`config.mk`:
```
export PLATFORM = sky130hd
export DESIGN_NAME = fpr_host
export DESIGN_NICKNAME = d
export VERILOG_FILES = /design/src/logic/fpr_host.v /design/src/logic/fpr_sector_dec.v
export VERILOG_INCLUDE_DIRS = /design/src /design/src/shared
export SDC_FILE = /design/constraint.sdc
export NUM_CORES = 1
export LEC_CHECK = 0
export BUFFER_PORTS_ARGS = -buffer_cell sky130_fd_sc_hd__buf_2
export CAP_MARGIN = 20
export CORE_MARGIN = 8
export CORE_UTILIZATION = 52
export DETAILED_ROUTE_END_ITERATION = 8
export GPL_TIMING_DRIVEN = 0
export PLACE_DENSITY = 0.79
export SETUP_SLACK_MARGIN = 0.5
export SLEW_MARGIN = 20
export SYNTH_ARGS = -nofsm -noshare
export SYNTH_HDL_FRONTEND = slang
export SYNTH_SLANG_ARGS = --single-unit
export TNS_END_PERCENT = 5
```
`constraint.sdc`:
```
create_clock -name core_clk -period 3.7 [get_ports core_clk]
set_input_delay 0.555 -clock core_clk [delete_from_list [all_inputs] [get_ports core_clk]]
set_output_delay 0.555 -clock core_clk [all_outputs]
set_load 0.01 [all_outputs]
```
`src/shared/fpr_defines.vh`:
```
`ifndef FPR_DEFINES_VH
`define FPR_DEFINES_VH

// Clock rate and pin timing, in ns as printed, and as core_clk cycles
`define FPR_CLK_NS 25
`define FPR_ACC_NS 90
`define FPR_CE_NS 90
`define FPR_OE_NS 35
`define FPR_WP_NS 35
`define FPR_WPH_NS 30
`define FPR_RP_NS 500
`define FPR_RH_NS 50
`define FPR_READY_NS 20000
`define FPR_SLEEP_EXTRA_NS 30
// Least times round up
`define FPR_CYC_UP(ns) (((ns) + `FPR_CLK_NS - 1) / `FPR_CLK_NS)

// Bus widths
`define FPR_AW 19
`define FPR_DW 16
`define FPR_SW 5
`define FPR_CW 16

// Sector decode fields
`define FPR_SEC_HI 18
`define FPR_SEC_LO 15
`define FPR_SEC_TOP_BOOT 5'h0F
`define FPR_SEC_TOP_16K 5'h12
`define FPR_SEC_TOP_8K 5'h10
`define FPR_SEC_BOT_8K 5'h01
`define FPR_SEC_BOT_32K 5'h03
`define FPR_SEC_BOT_BASE 5'h03
`define FPR_NIB_ALL 4'hF
`define FPR_NIB_NONE 4'h0
`define FPR_SEC_BOT_16K 5'h00
// Fine address bits that split the boot-end 64 KB region
`define FPR_SEC_HALF_BIT 14
`define FPR_SEC_QTR_BIT 13
`define FPR_SEC_EIGHTH_BIT 12
// Width of the byte-mode data lane
`define FPR_LANE_W 8

`endif
```
`src/logic/fpr_host.v`:
```
`timescale 1ns/1ps
`default_nettype none
`include "fpr_defines.vh"

////////////////////////////////////////////////////////////////////////////
module fpr_host #(
  parameter READY_CYC = `FPR_CYC_UP(`FPR_READY_NS)
) (
  input wire core_clk,
  input wire rst,
  input wire top_boot,
  input wire byte_mode,
  input wire req_valid,
  output wire req_ready,
  input wire req_write,
  input wire req_restore,
  input wire [`FPR_AW-1:0] req_addr,
  input wire req_lsb,
  input wire [`FPR_DW-1:0] req_wdata,
  output reg rsp_valid_ff,
  output reg [`FPR_DW-1:0] rsp_rdata_ff,
  output reg [`FPR_SW-1:0] rsp_sector_ff,
  output reg restore_done_ff,
  output reg dev_busy_ff,
  output reg flash_ce_n_ff,
  output reg flash_oe_n_ff,
  output reg flash_we_n_ff,
  output reg flash_reset_n_ff,
  output reg flash_byte_n_ff,
  output reg [`FPR_AW-1:0] flash_addr_ff,
  input wire [`FPR_DW-1:0] flash_dq_in,
  output reg [`FPR_DW-1:0] flash_dq_out_ff,
  output reg flash_dq_oe_lo_ff,
  output reg flash_dq_oe_hi_ff,
  input wire ready_busy_out
);

  // Gate access is shorter than the read hold, so it needs no count
  localparam integer CYC_ACC = `FPR_CYC_UP(`FPR_ACC_NS);
  localparam integer CYC_CE = `FPR_CYC_UP(`FPR_CE_NS);
  localparam integer CYC_RD = (CYC_CE > CYC_ACC) ? CYC_CE : CYC_ACC;
  localparam integer CYC_WP = `FPR_CYC_UP(`FPR_WP_NS);
  localparam integer CYC_WPH = `FPR_CYC_UP(`FPR_WPH_NS);
  localparam integer CYC_RP = `FPR_CYC_UP(`FPR_RP_NS);
  localparam integer CYC_RH = `FPR_CYC_UP(`FPR_RH_NS);
  localparam integer CYC_READY = READY_CYC;
  localparam [`FPR_CW-1:0] N_RD = CYC_RD[`FPR_CW-1:0];
  localparam [`FPR_CW-1:0] N_WP = CYC_WP[`FPR_CW-1:0];
  localparam [`FPR_CW-1:0] N_WPH = CYC_WPH[`FPR_CW-1:0];
  localparam [`FPR_CW-1:0] N_RP = CYC_RP[`FPR_CW-1:0];
  localparam [`FPR_CW-1:0] N_RH = CYC_RH[`FPR_CW-1:0];
  localparam [`FPR_CW-1:0] N_READY = CYC_READY[`FPR_CW-1:0];
  localparam [`FPR_CW-1:0] CNT_ONE = {{(`FPR_CW-1){1'b0}}, 1'b1};

  localparam ST_IDLE = 3'h0;
  localparam ST_READ = 3'h1;
  localparam ST_WRLO = 3'h2;
  localparam ST_WRHI = 3'h3;
  localparam ST_RSTLO = 3'h4;
  localparam ST_RSTWAIT = 3'h5;
  localparam ST_RSTREC = 3'h6;

  reg [2:0] state_ff;
  reg [2:0] nxt_state;
  reg [`FPR_CW-1:0] cnt_ff;
  reg [`FPR_CW-1:0] nxt_cnt;
  reg rb_meta_ff;
  reg rb_sync_ff;
  reg [`FPR_DW-1:0] dq_meta_ff;
  reg [`FPR_DW-1:0] dq_sync_ff;
  reg top_meta_ff;
  reg top_sync_ff;
  reg byte_meta_ff;
  reg byte_sync_ff;
  wire [`FPR_SW-1:0] req_sector;

  ////////////////////////////////////////////////////////////////////////////
  // Pin synchronisers; first stage feeds only the second
  always @(posedge core_clk) begin
    if (rst) begin
      rb_meta_ff <= 1'b1;
      rb_sync_ff <= 1'b1;
      dq_meta_ff <= {`FPR_DW{1'b0}};
      dq_sync_ff <= {`FPR_DW{1'b0}};
      top_meta_ff <= 1'b0;
      top_sync_ff <= 1'b0;
      byte_meta_ff <= 1'b0;
      byte_sync_ff <= 1'b0;
    end else begin
      rb_meta_ff <= ready_busy_out;
      rb_sync_ff <= rb_meta_ff;
      dq_meta_ff <= flash_dq_in;
      dq_sync_ff <= dq_meta_ff;
      // Straps are board pins too and may move while the clock runs
      top_meta_ff <= top_boot;
      top_sync_ff <= top_meta_ff;
      byte_meta_ff <= byte_mode;
      byte_sync_ff <= byte_meta_ff;
    end
  end

  // Layout chosen by a static strap pin, not by software
  fpr_sector_dec u_dec (
    .top_boot(top_sync_ff),
    .addr(req_addr),
    .sector(req_sector)
  );

  assign req_ready = (state_ff == ST_IDLE);

  ////////////////////////////////////////////////////////////////////////////
  // Sequencer
  always @* begin
    nxt_state = state_ff;
    nxt_cnt = cnt_ff;
    if (cnt_ff != {`FPR_CW{1'b0}}) begin
      nxt_cnt = cnt_ff - CNT_ONE;
    end
    case (state_ff)
      ST_IDLE: begin
        if (req_valid && req_restore) begin
          nxt_state = ST_RSTLO;
          nxt_cnt = N_RP;
        end else if (req_valid && req_write) begin
          nxt_state = ST_WRLO;
          nxt_cnt = N_WP;
        end else if (req_valid) begin
          // Standby or sleep exit both cost the full select time
          nxt_state = ST_READ;
          nxt_cnt = N_RD;
        end
      end
      ST_READ: begin
        if (cnt_ff == {`FPR_CW{1'b0}}) begin
          nxt_state = ST_IDLE;
        end
      end
      ST_WRLO: begin
        if (cnt_ff == {`FPR_CW{1'b0}}) begin
          nxt_state = ST_WRHI;
          nxt_cnt = N_WPH;
        end
      end
      ST_WRHI: begin
        if (cnt_ff == {`FPR_CW{1'b0}}) begin
          nxt_state = ST_IDLE;
        end
      end
      ST_RSTLO: begin
        if (cnt_ff == {`FPR_CW{1'b0}}) begin
          nxt_state = ST_RSTWAIT;
          nxt_cnt = N_READY;
        end
      end
      ST_RSTWAIT: begin
        // Busy level means an embedded job was cut; idle ends sooner
        if (rb_sync_ff || cnt_ff == {`FPR_CW{1'b0}}) begin
          nxt_state = ST_RSTREC;
          nxt_cnt = N_RH;
        end
      end
      ST_RSTREC: begin
        if (cnt_ff == {`FPR_CW{1'b0}}) begin
          nxt_state = ST_IDLE;
        end
      end
      default: begin
        nxt_state = ST_IDLE;
      end
    endcase
  end

  always @(posedge core_clk) begin
    if (rst) begin
      state_ff <= ST_IDLE;
      cnt_ff <= {`FPR_CW{1'b0}};
    end else begin
      state_ff <= nxt_state;
      cnt_ff <= nxt_cnt;
    end
  end

  ////////////////////////////////////////////////////////////////////////////
  // Pin drive; deselect between cycles puts the device in standby
  always @(posedge core_clk) begin
    if (rst) begin
      flash_ce_n_ff <= 1'b1;
      flash_oe_n_ff <= 1'b1;
      flash_we_n_ff <= 1'b1;
      flash_reset_n_ff <= 1'b1;
      flash_byte_n_ff <= 1'b1;
      flash_addr_ff <= {`FPR_AW{1'b0}};
      flash_dq_out_ff <= {`FPR_DW{1'b0}};
      flash_dq_oe_lo_ff <= 1'b0;
      flash_dq_oe_hi_ff <= 1'b0;
    end else begin
      flash_byte_n_ff <= ~byte_sync_ff;
      flash_ce_n_ff <= ~(nxt_state == ST_READ || nxt_state == ST_WRLO);
      // Gate held high except while reading so the bus never fights
      flash_oe_n_ff <= ~(nxt_state == ST_READ);
      flash_we_n_ff <= ~(nxt_state == ST_WRLO);
      flash_reset_n_ff <= ~(nxt_state == ST_RSTLO);
      if (state_ff == ST_IDLE && req_valid && !req_restore) begin
        // Address stays put afterwards; device may sleep, data kept
        flash_addr_ff <= req_addr;
        flash_dq_out_ff <= req_wdata;
        if (byte_sync_ff) begin
          flash_dq_out_ff[`FPR_DW-1] <= req_lsb;
        end
      end
      flash_dq_oe_lo_ff <= (nxt_state == ST_WRLO || nxt_state == ST_WRHI);
      // Bit 15 becomes the extra address pin in byte mode
      flash_dq_oe_hi_ff <= byte_sync_ff ||
        (nxt_state == ST_WRLO || nxt_state == ST_WRHI);
    end
  end

  ////////////////////////////////////////////////////////////////////////////
  // Answers; poll reads are plain reads with status on low byte
  always @(posedge core_clk) begin
    if (rst) begin
      rsp_valid_ff <= 1'b0;
      rsp_rdata_ff <= {`FPR_DW{1'b0}};
      rsp_sector_ff <= {`FPR_SW{1'b0}};
      restore_done_ff <= 1'b0;
      dev_busy_ff <= 1'b0;
    end else begin
      rsp_valid_ff <= 1'b0;
      restore_done_ff <= 1'b0;
      dev_busy_ff <= ~rb_sync_ff;
      if (state_ff == ST_IDLE && req_valid) begin
        rsp_sector_ff <= req_sector;
      end
      // Sample at count end: pins caught 3 cycles after strobe, then two sync stages; no read during restore
      if (state_ff == ST_READ && cnt_ff == {`FPR_CW{1'b0}}) begin
        rsp_valid_ff <= 1'b1;
        rsp_rdata_ff <= dq_sync_ff;
        if (byte_sync_ff) begin
          rsp_rdata_ff <= {{`FPR_LANE_W{1'b0}}, dq_sync_ff[`FPR_LANE_W-1:0]};
        end
      end
      if (state_ff == ST_RSTREC && cnt_ff == {`FPR_CW{1'b0}}) begin
        // Device is back in array read; caller must reissue jobs
        restore_done_ff <= 1'b1;
      end
    end
  end

endmodule
`default_nettype wire

```
`src/logic/fpr_sector_dec.v`:
```
`timescale 1ns/1ps
`default_nettype none
`include "fpr_defines.vh"

module fpr_sector_dec (
  input wire top_boot,
  input wire [`FPR_AW-1:0] addr,
  output reg [`FPR_SW-1:0] sector
);

  wire [3:0] nib;
  assign nib = addr[`FPR_SEC_HI:`FPR_SEC_LO];

  // Only the 64 KB boundary nibble at the boot end needs the fine bits
  always @* begin
    sector = `FPR_SEC_TOP_BOOT;
    if (top_boot) begin
      if (nib != `FPR_NIB_ALL) begin
        sector = {1'b0, nib};
      end else if (!addr[`FPR_SEC_HALF_BIT]) begin
        sector = `FPR_SEC_TOP_BOOT;
      end else if (!addr[`FPR_SEC_QTR_BIT]) begin
        sector = `FPR_SEC_TOP_8K + {4'h0, addr[`FPR_SEC_EIGHTH_BIT]};
      end else begin
        sector = `FPR_SEC_TOP_16K;
      end
    end else begin
      if (nib != `FPR_NIB_NONE) begin
        sector = `FPR_SEC_BOT_BASE + {1'b0, nib};
      end else if (addr[`FPR_SEC_HALF_BIT]) begin
        sector = `FPR_SEC_BOT_32K;
      end else if (addr[`FPR_SEC_QTR_BIT]) begin
        sector = `FPR_SEC_BOT_8K + {4'h0, addr[`FPR_SEC_EIGHTH_BIT]};
      end else begin
        sector = `FPR_SEC_BOT_16K;
      end
    end
  end

endmodule
`default_nettype wire

```
==> summary.md, run 1 <==
| Metric | Value |
|---|---|
| Status | `completed` |
| Synth area leaders | `dfxtp_1 (53%), nand2_1 (8.5%), a21oi_1 (6.9%)` |
| Clock Skew | `10.8 ps` |
| Share of cells above drive strength 1 | `25.7%` |
| Worst VDD drop | `0.491 mV` |
| Max-cap viol count | `0` |
| Startpoint Class | `register` |
| Post-CTS setup buffer count | `0` |
| Hold Path End | `rb_meta_ff` |
| Cts repair resizes | `0` |
| Cells after Synth | `524` |
| Post-layout instance area | `6000 µm²` |
| Hold bufs inserted after CTS | `0` |
| GRT Util Overall | `20.0%` |
| Synth-to-Final Area Change | `30.1%` |
| Vias in the first global route | `4,078` |
| Post-Syn Area | `4620 µm²` |
| Worst hold stages | `2` |
| RSZ-0062 raised after global routing | `no` |
| Top-area cell type share of the netlist area | `53.3%` |
| Syn Area/Cell | `8.81 µm²` |
| Detailed router's first-iteration violation count | `268` |
| Pwr Density | `816 nW/µm²` |
| Die height | `110 µm` |
| Clk root buf | `clkbuf_8` |
| Synth async-reset ratio | `0%` |
| Placed instance area | `5370 µm²` |
| Post-DR wirelength/cell | `15.3 µm` |
| Drt drc | `0` |
| R2r startpoint | `cnt_ff[1]` |
| Crit path kind | `register to register` |
| Tcrit/Tclk final | `77.9%` |
| Worst R2R End | `cnt_ff[4]` |
| Flops & latches, synth | `123` |
| CTS H-Tree Depth | `4` |
| IO Count | `127` |
| Final WL | `12,100 µm` |
| Post-synth EDFFs | `0` |
| Die area | `12,100 µm²` |
| Antenna-violating nets left | `0` |
| Clock Sinks | `123` |
| Post-synthesis sequential area ratio | `53.3%` |
| Max-slew headroom | `58.0%` |
| HPWL Detailed | `8630 µm` |
| Slew @ Worst Pin | `628 ps` |
| CP Max Fanout | `10` |
| Hold Crit Start | `ready_busy_out` |
| ANT cells | `0` |
| Setup TNS | `0 ps` |
| Commonest cells post-synth | `dfxtp_1 (123), nand2_1 (105), a21oi_1 (64)` |
| Die X | `110 µm` |
| Vias | `4,154` |
| Port bufs | `124` |
| Total gr overflow | `0` |
| Routed vias/inst | `5.27` |
| Fin nets | `731` |
| Drt first pass iters | `5` |
| Hold/Removal Path Class | `input pin to register` |
| Top cell type by total area after synthesis | `dfxtp_1` |
| Top_reg_cell synth | `dfxtp_1` |
| Core box area | `8680 µm²` |
| Clock tree buffer depth | `2` |
| FMAX | `347 MHz` |
| TritonCTS clock tree | `done` |
| Final setup viols | `0` |
| First-pass GRT wire length | `19,000 µm` |
| CP Capture Type | `register` |
| Leakage Power | `2.55 nW` |
| Worst-Skew Late Latency | `520 ps` |
| Yosys Warn Count | `0` |
| Worst r2r path cells | `10` |
| Most frequent cell after synthesis | `dfxtp_1` |
| Hold Violations, Final | `0` |
| WP data arrival | `3250 ps` |
| Reg2Reg Setup Slack | `820 ps` |
| Post-Syn Nets | `588` |
| Num CTS Buffers | `17` |
| RePlAce Congestion | `0.856` |
| Pin count of the biggest net entering global routing | `17` |
| Clk slew on worst S/H paths | `60 ps` |
| Util after Layout | `69.2%` |
| Netlist cell types | `51` |
| FP Rows | `34` |
| Fin. max-slew vios | `0` |
| Initial antenna violation count | `0` |
| Tmin final | `2880 ps` |
| Required @ worst endpoint | `4070 ps` |
| Initial Util | `53.2%` |
-- routing by layer --
metal	vias up	track usage [%]	share of wire, %
li1	2060	-	-
met1	1943	22.3	40
met2	129	35.0	52
met3	22	5.70	6.0
met4	0	8.18	2.0
met5	-	0	0
-- flip-flops by register name, indices dropped and copies added, names as in the netlist, 3 cells and up --
name / cells
cnt_ff: 16
flash_dq_out_ff: 16
state_ff: 3
rsp_sector_ff: 5
dq_meta_ff: 16
flash_addr_ff: 19
dq_sync_ff: 16
rsp_rdata_ff: 16
-- kinds of logic (layout without fill, tap and decap cells) --
group                    after synthesis  in the layout  synth area share, %
flip-flops                           123            123                 53.3
buffers and inverters                 43            199                 4.15
AND/OR/NAND/NOR                      230            230                 24.4
multiplexers                           4              4                0.922
adder cells (fa/ha/maj)                4              4                 1.08
AO/OA/AOI/OAI                        107            107                 13.6
XOR/XNOR                              13             13                 2.47
-- report_power, final --
part | leakage [nW] | internal [W] | switching (W)
Combinational | 1.24 | 0.000597 | 0.000943
Sequential | 1.01 | 0.00151 | 0.000108
Clock | 0.301 | 0.00113 | 0.000605
-- metrics by stage --
stage          setup slack [ps]  cells  hold WS (ps)  power (W)
6_report                    817    788           237    0.00490
5_1_grt                     604    788           232    0.00519
4_1_cts                     807    788           228    0.00492
3_5_place_dp                823    756           408    0.00317
3_3_place_gp                854    756           397    0.00312
2_1_floorplan              1130    524           389    0.00275
-- layout make-up --
class	count	area, µm²
Fill cell	710	2670
Sequential cell	123	2460
Multi-Input combinational cell	358	1960
Timing Repair Buffer	124	621
Clock buffer	19	442
Clock inverter	13	191
Buffer	32	148
Tap cell	108	135
Inverter	11	43.8
-- how the worst max path moves through the flow --
stage	depth (start not counted)	slack [ps]	start	to
after CTS	10	810	cnt_ff[1]	cnt_ff[4]
final	10	820	cnt_ff[1]	cnt_ff[4]
after global placement	10	850	cnt_ff[0]	cnt_ff[4]
after floorplan	12	1130	cnt_ff[0]	rsp_rdata_ff[7]
after detailed placement	10	820	cnt_ff[0]	cnt_ff[4]
after global routing	10	600	cnt_ff[0]	cnt_ff[4]
-- critical path, stage by stage, from the launching register on --
cell and delay [ps]:
dfxtp_1 350, inv_1 70, ha_1 150, or3b_4 410
or4_1 530, buf_6 160, nor2_8 90, buf_2 220
o21bai_1 160, o21bai_2 410, o32ai_1 170
-- cells in the final DEF, fill, tap and decap left out, drive strengths merged, types with 4 or more instances in the layout --
cell type and count:
a21oi 64, o21ai 10, nor4 5, nand2 105
a211oi 6, buf 130, o211ai 5, a31oi 6
nor3 12, ha 4, clkinv 5, or2 4
xnor2 9, nand3b 11, bufinv 4, nor2 36
xor2 4, inv 12, or4 4, clkbuf 45
nor2b 37, dfxtp 123
Note: power is estimated with default switching activity, not from simulation.
==> run 2, diff against run 1 <==
- clock period: 3.7 -> 2.73 ns (I/O delays scaled with it)
==> summary.md, run 2 (synthesized netlist as in run 1, its figures left out) <==
| Metric | Value |
|---|---|
| Drt first pass iters | `7` |
| Port bufs | `124` |
| Max FFs per register | `19` |
| Power Internal | `0.00438 W` |
| R2r startpoint | `cnt_ff[11]` |
| Required @ worst endpoint | `3110 ps` |
| Logic gate share of total power | `37.7%` |
| Die X | `110 µm` |
| Tcrit/Tclk final | `95.0%` |
| Commonest non-fill, non-tap cell in the layout | `buf_2` |
| FMAX | `385 MHz` |
| Antenna-violating nets left | `0` |
| Vias in the first global route | `4,197` |
| CTS H-Tree Depth | `4` |
| Post-DR wirelength/cell | `15.9 µm` |
| Routed vias/inst | `5.31` |
| Fin nets | `746` |
| RePlAce Congestion | `0.878` |
| Pwr Density | `1110 nW/µm²` |
| Largest Register | `flash_addr_ff` |
| Clock Skew | `13.8 ps` |
| Max-slew headroom | `41.0%` |
| Worst VDD drop | `0.467 mV` |
| Clock Sinks | `123` |
| Seq pwr share | `32.0%` |
| FP Rows | `34` |
| WHS | `81.7 ps` |
| Die height | `110 µm` |
| Area of the multi-input gates | `2050 µm²` |
| Hold Violations, Final | `0` |
| Fin. max-slew vios | `0` |
| Initial antenna violation count | `0` |
| Fillers | `656` |
| Final Worst Setup Slack | `136 ps` |
| Final WL | `12,800 µm` |
| Clock tree buffer depth | `2` |
| Worst Setup SP | `cnt_ff[11]` |
| Leakage Power | `2.63 nW` |
| GRT Util Overall | `20.1%` |
| CP Max Fanout | `7` |
| Initial Util | `53.2%` |
| Status | `completed` |
| Clk root buf | `clkbuf_8` |
| IO Count | `127` |
| Slew @ Worst Pin | `877 ps` |
| Share of cells above drive strength 1 | `29.8%` |
| Tmin final | `2590 ps` |
| Die area | `12,100 µm²` |
| Core box area | `8680 µm²` |
| WP data arrival | `2980 ps` |
| Net Sw Power | `0.00248 W` |
| Hold Crit Start | `ready_busy_out` |
| ANT cells | `0` |
| Detailed router's first-iteration violation count | `267` |
| Sw frac | `36.1%` |
| Seq. cell area | `2470 µm²` |
| Final setup viols | `0` |
| Synth-to-Final Area Change | `33.9%` |
| Final Power | `0.00686 W` |
| Worst-Skew Late Latency | `520 ps` |
| Clk slew on worst S/H paths | `60 ps` |
| First-pass GRT wire length | `19,300 µm` |
| Most frequent cells in the layout | `buf_2 (124), dfxtp_1 (120), nand2_1 (104)` |
| Startpoint Class | `register` |
| Num CTS Buffers | `17` |
| RSZ-0062 raised after global routing | `yes` |
| CP Capture Type | `register` |
| HPWL Detailed | `8650 µm` |
| Vias | `4,263` |
| Max-cap viol count | `0` |
| Drt drc | `0` |
| Clock power frac | `30.3%` |
| TritonCTS clock tree | `done` |
| Setup WS pre-CTS | `-27.7 ps` |
| Crit path kind | `register to register` |
| Hold/Removal Path Class | `input pin to register` |
| Pin count of the biggest net entering global routing | `17` |
| Total gr overflow | `0` |
[run 2: final timing paths]
kind	slack [ps]	cells after the start	to
max reg2reg	140	10	rsp_rdata_ff[13]
max	140	10	rsp_rdata_ff[13]
min	80	2	rb_meta_ff
min reg2reg	410	1	rb_sync_ff
[run 2: metal layers]
| layer | vias up | share of wire, % | track usage, % |
|---|---|---|---|
| met3 | 26 | 6.2 | 5.87 |
| met1 | 2000 | 39 | 22.1 |
| met4 | 0 | 2.2 | 8.56 |
| met2 | 171 | 53 | 35.4 |
| met5 | - | 0 | 0 |
| li1 | 2066 | - | - |
[run 2: layout make-up]
cell class | count | area share (%)
inverters | 11 | 0.789
clock inverters | 13 | 1.92
clock buffers | 19 | 6.98
flip-flops and latches | 123 | 39.9
plain buffers | 32 | 2.61
multi-input cells | 358 | 33.2
well taps | 108 | 2.19
repair buffers | 139 | 12.3
[run 2: metrics by stage]
stage,setup TNS (ps),cells,utilization [%],cell area [µm²]
after floorplan,0,524,-,4620
after global placement,-35.7,756,62.0,5380
after detailed placement,-27.7,756,62.0,5380
after CTS,0,793,69.1,6000
after global routing,0,803,71.2,6180
final,0,803,71.2,6180
[run 2: repair_timing]
item	in CTS	in global routing
gates resized for setup	8	20
pin swaps	1	5
hold buffers	0	0
buffers inserted	5	9
cloned	0	1
endpoints found under the setup margin	73	75
[run 2: worst max-delay path, cell delays in order (launching register included)]
cell and delay, ps:
dfxtp_2 320, or4_4 530, or4_4 530, buf_8 150
nor2_8 120, inv_8 60, or3_4 330, buf_6 150
clkbuf_16 150, nand2_1 70, a21oi_1 60
[run 2: power groups by stage]
stage	combinational, W	sequential (W)	clock, W
3_5_place_dp	0.00208	0.00223	0
6_report	0.00258	0.00220	0.00208
4_1_cts	0.00224	0.00220	0.00208
3_3_place_gp	0.00203	0.00221	0
2_1_floorplan	0.00148	0.00226	0
5_1_grt	0.00281	0.00223	0.00217
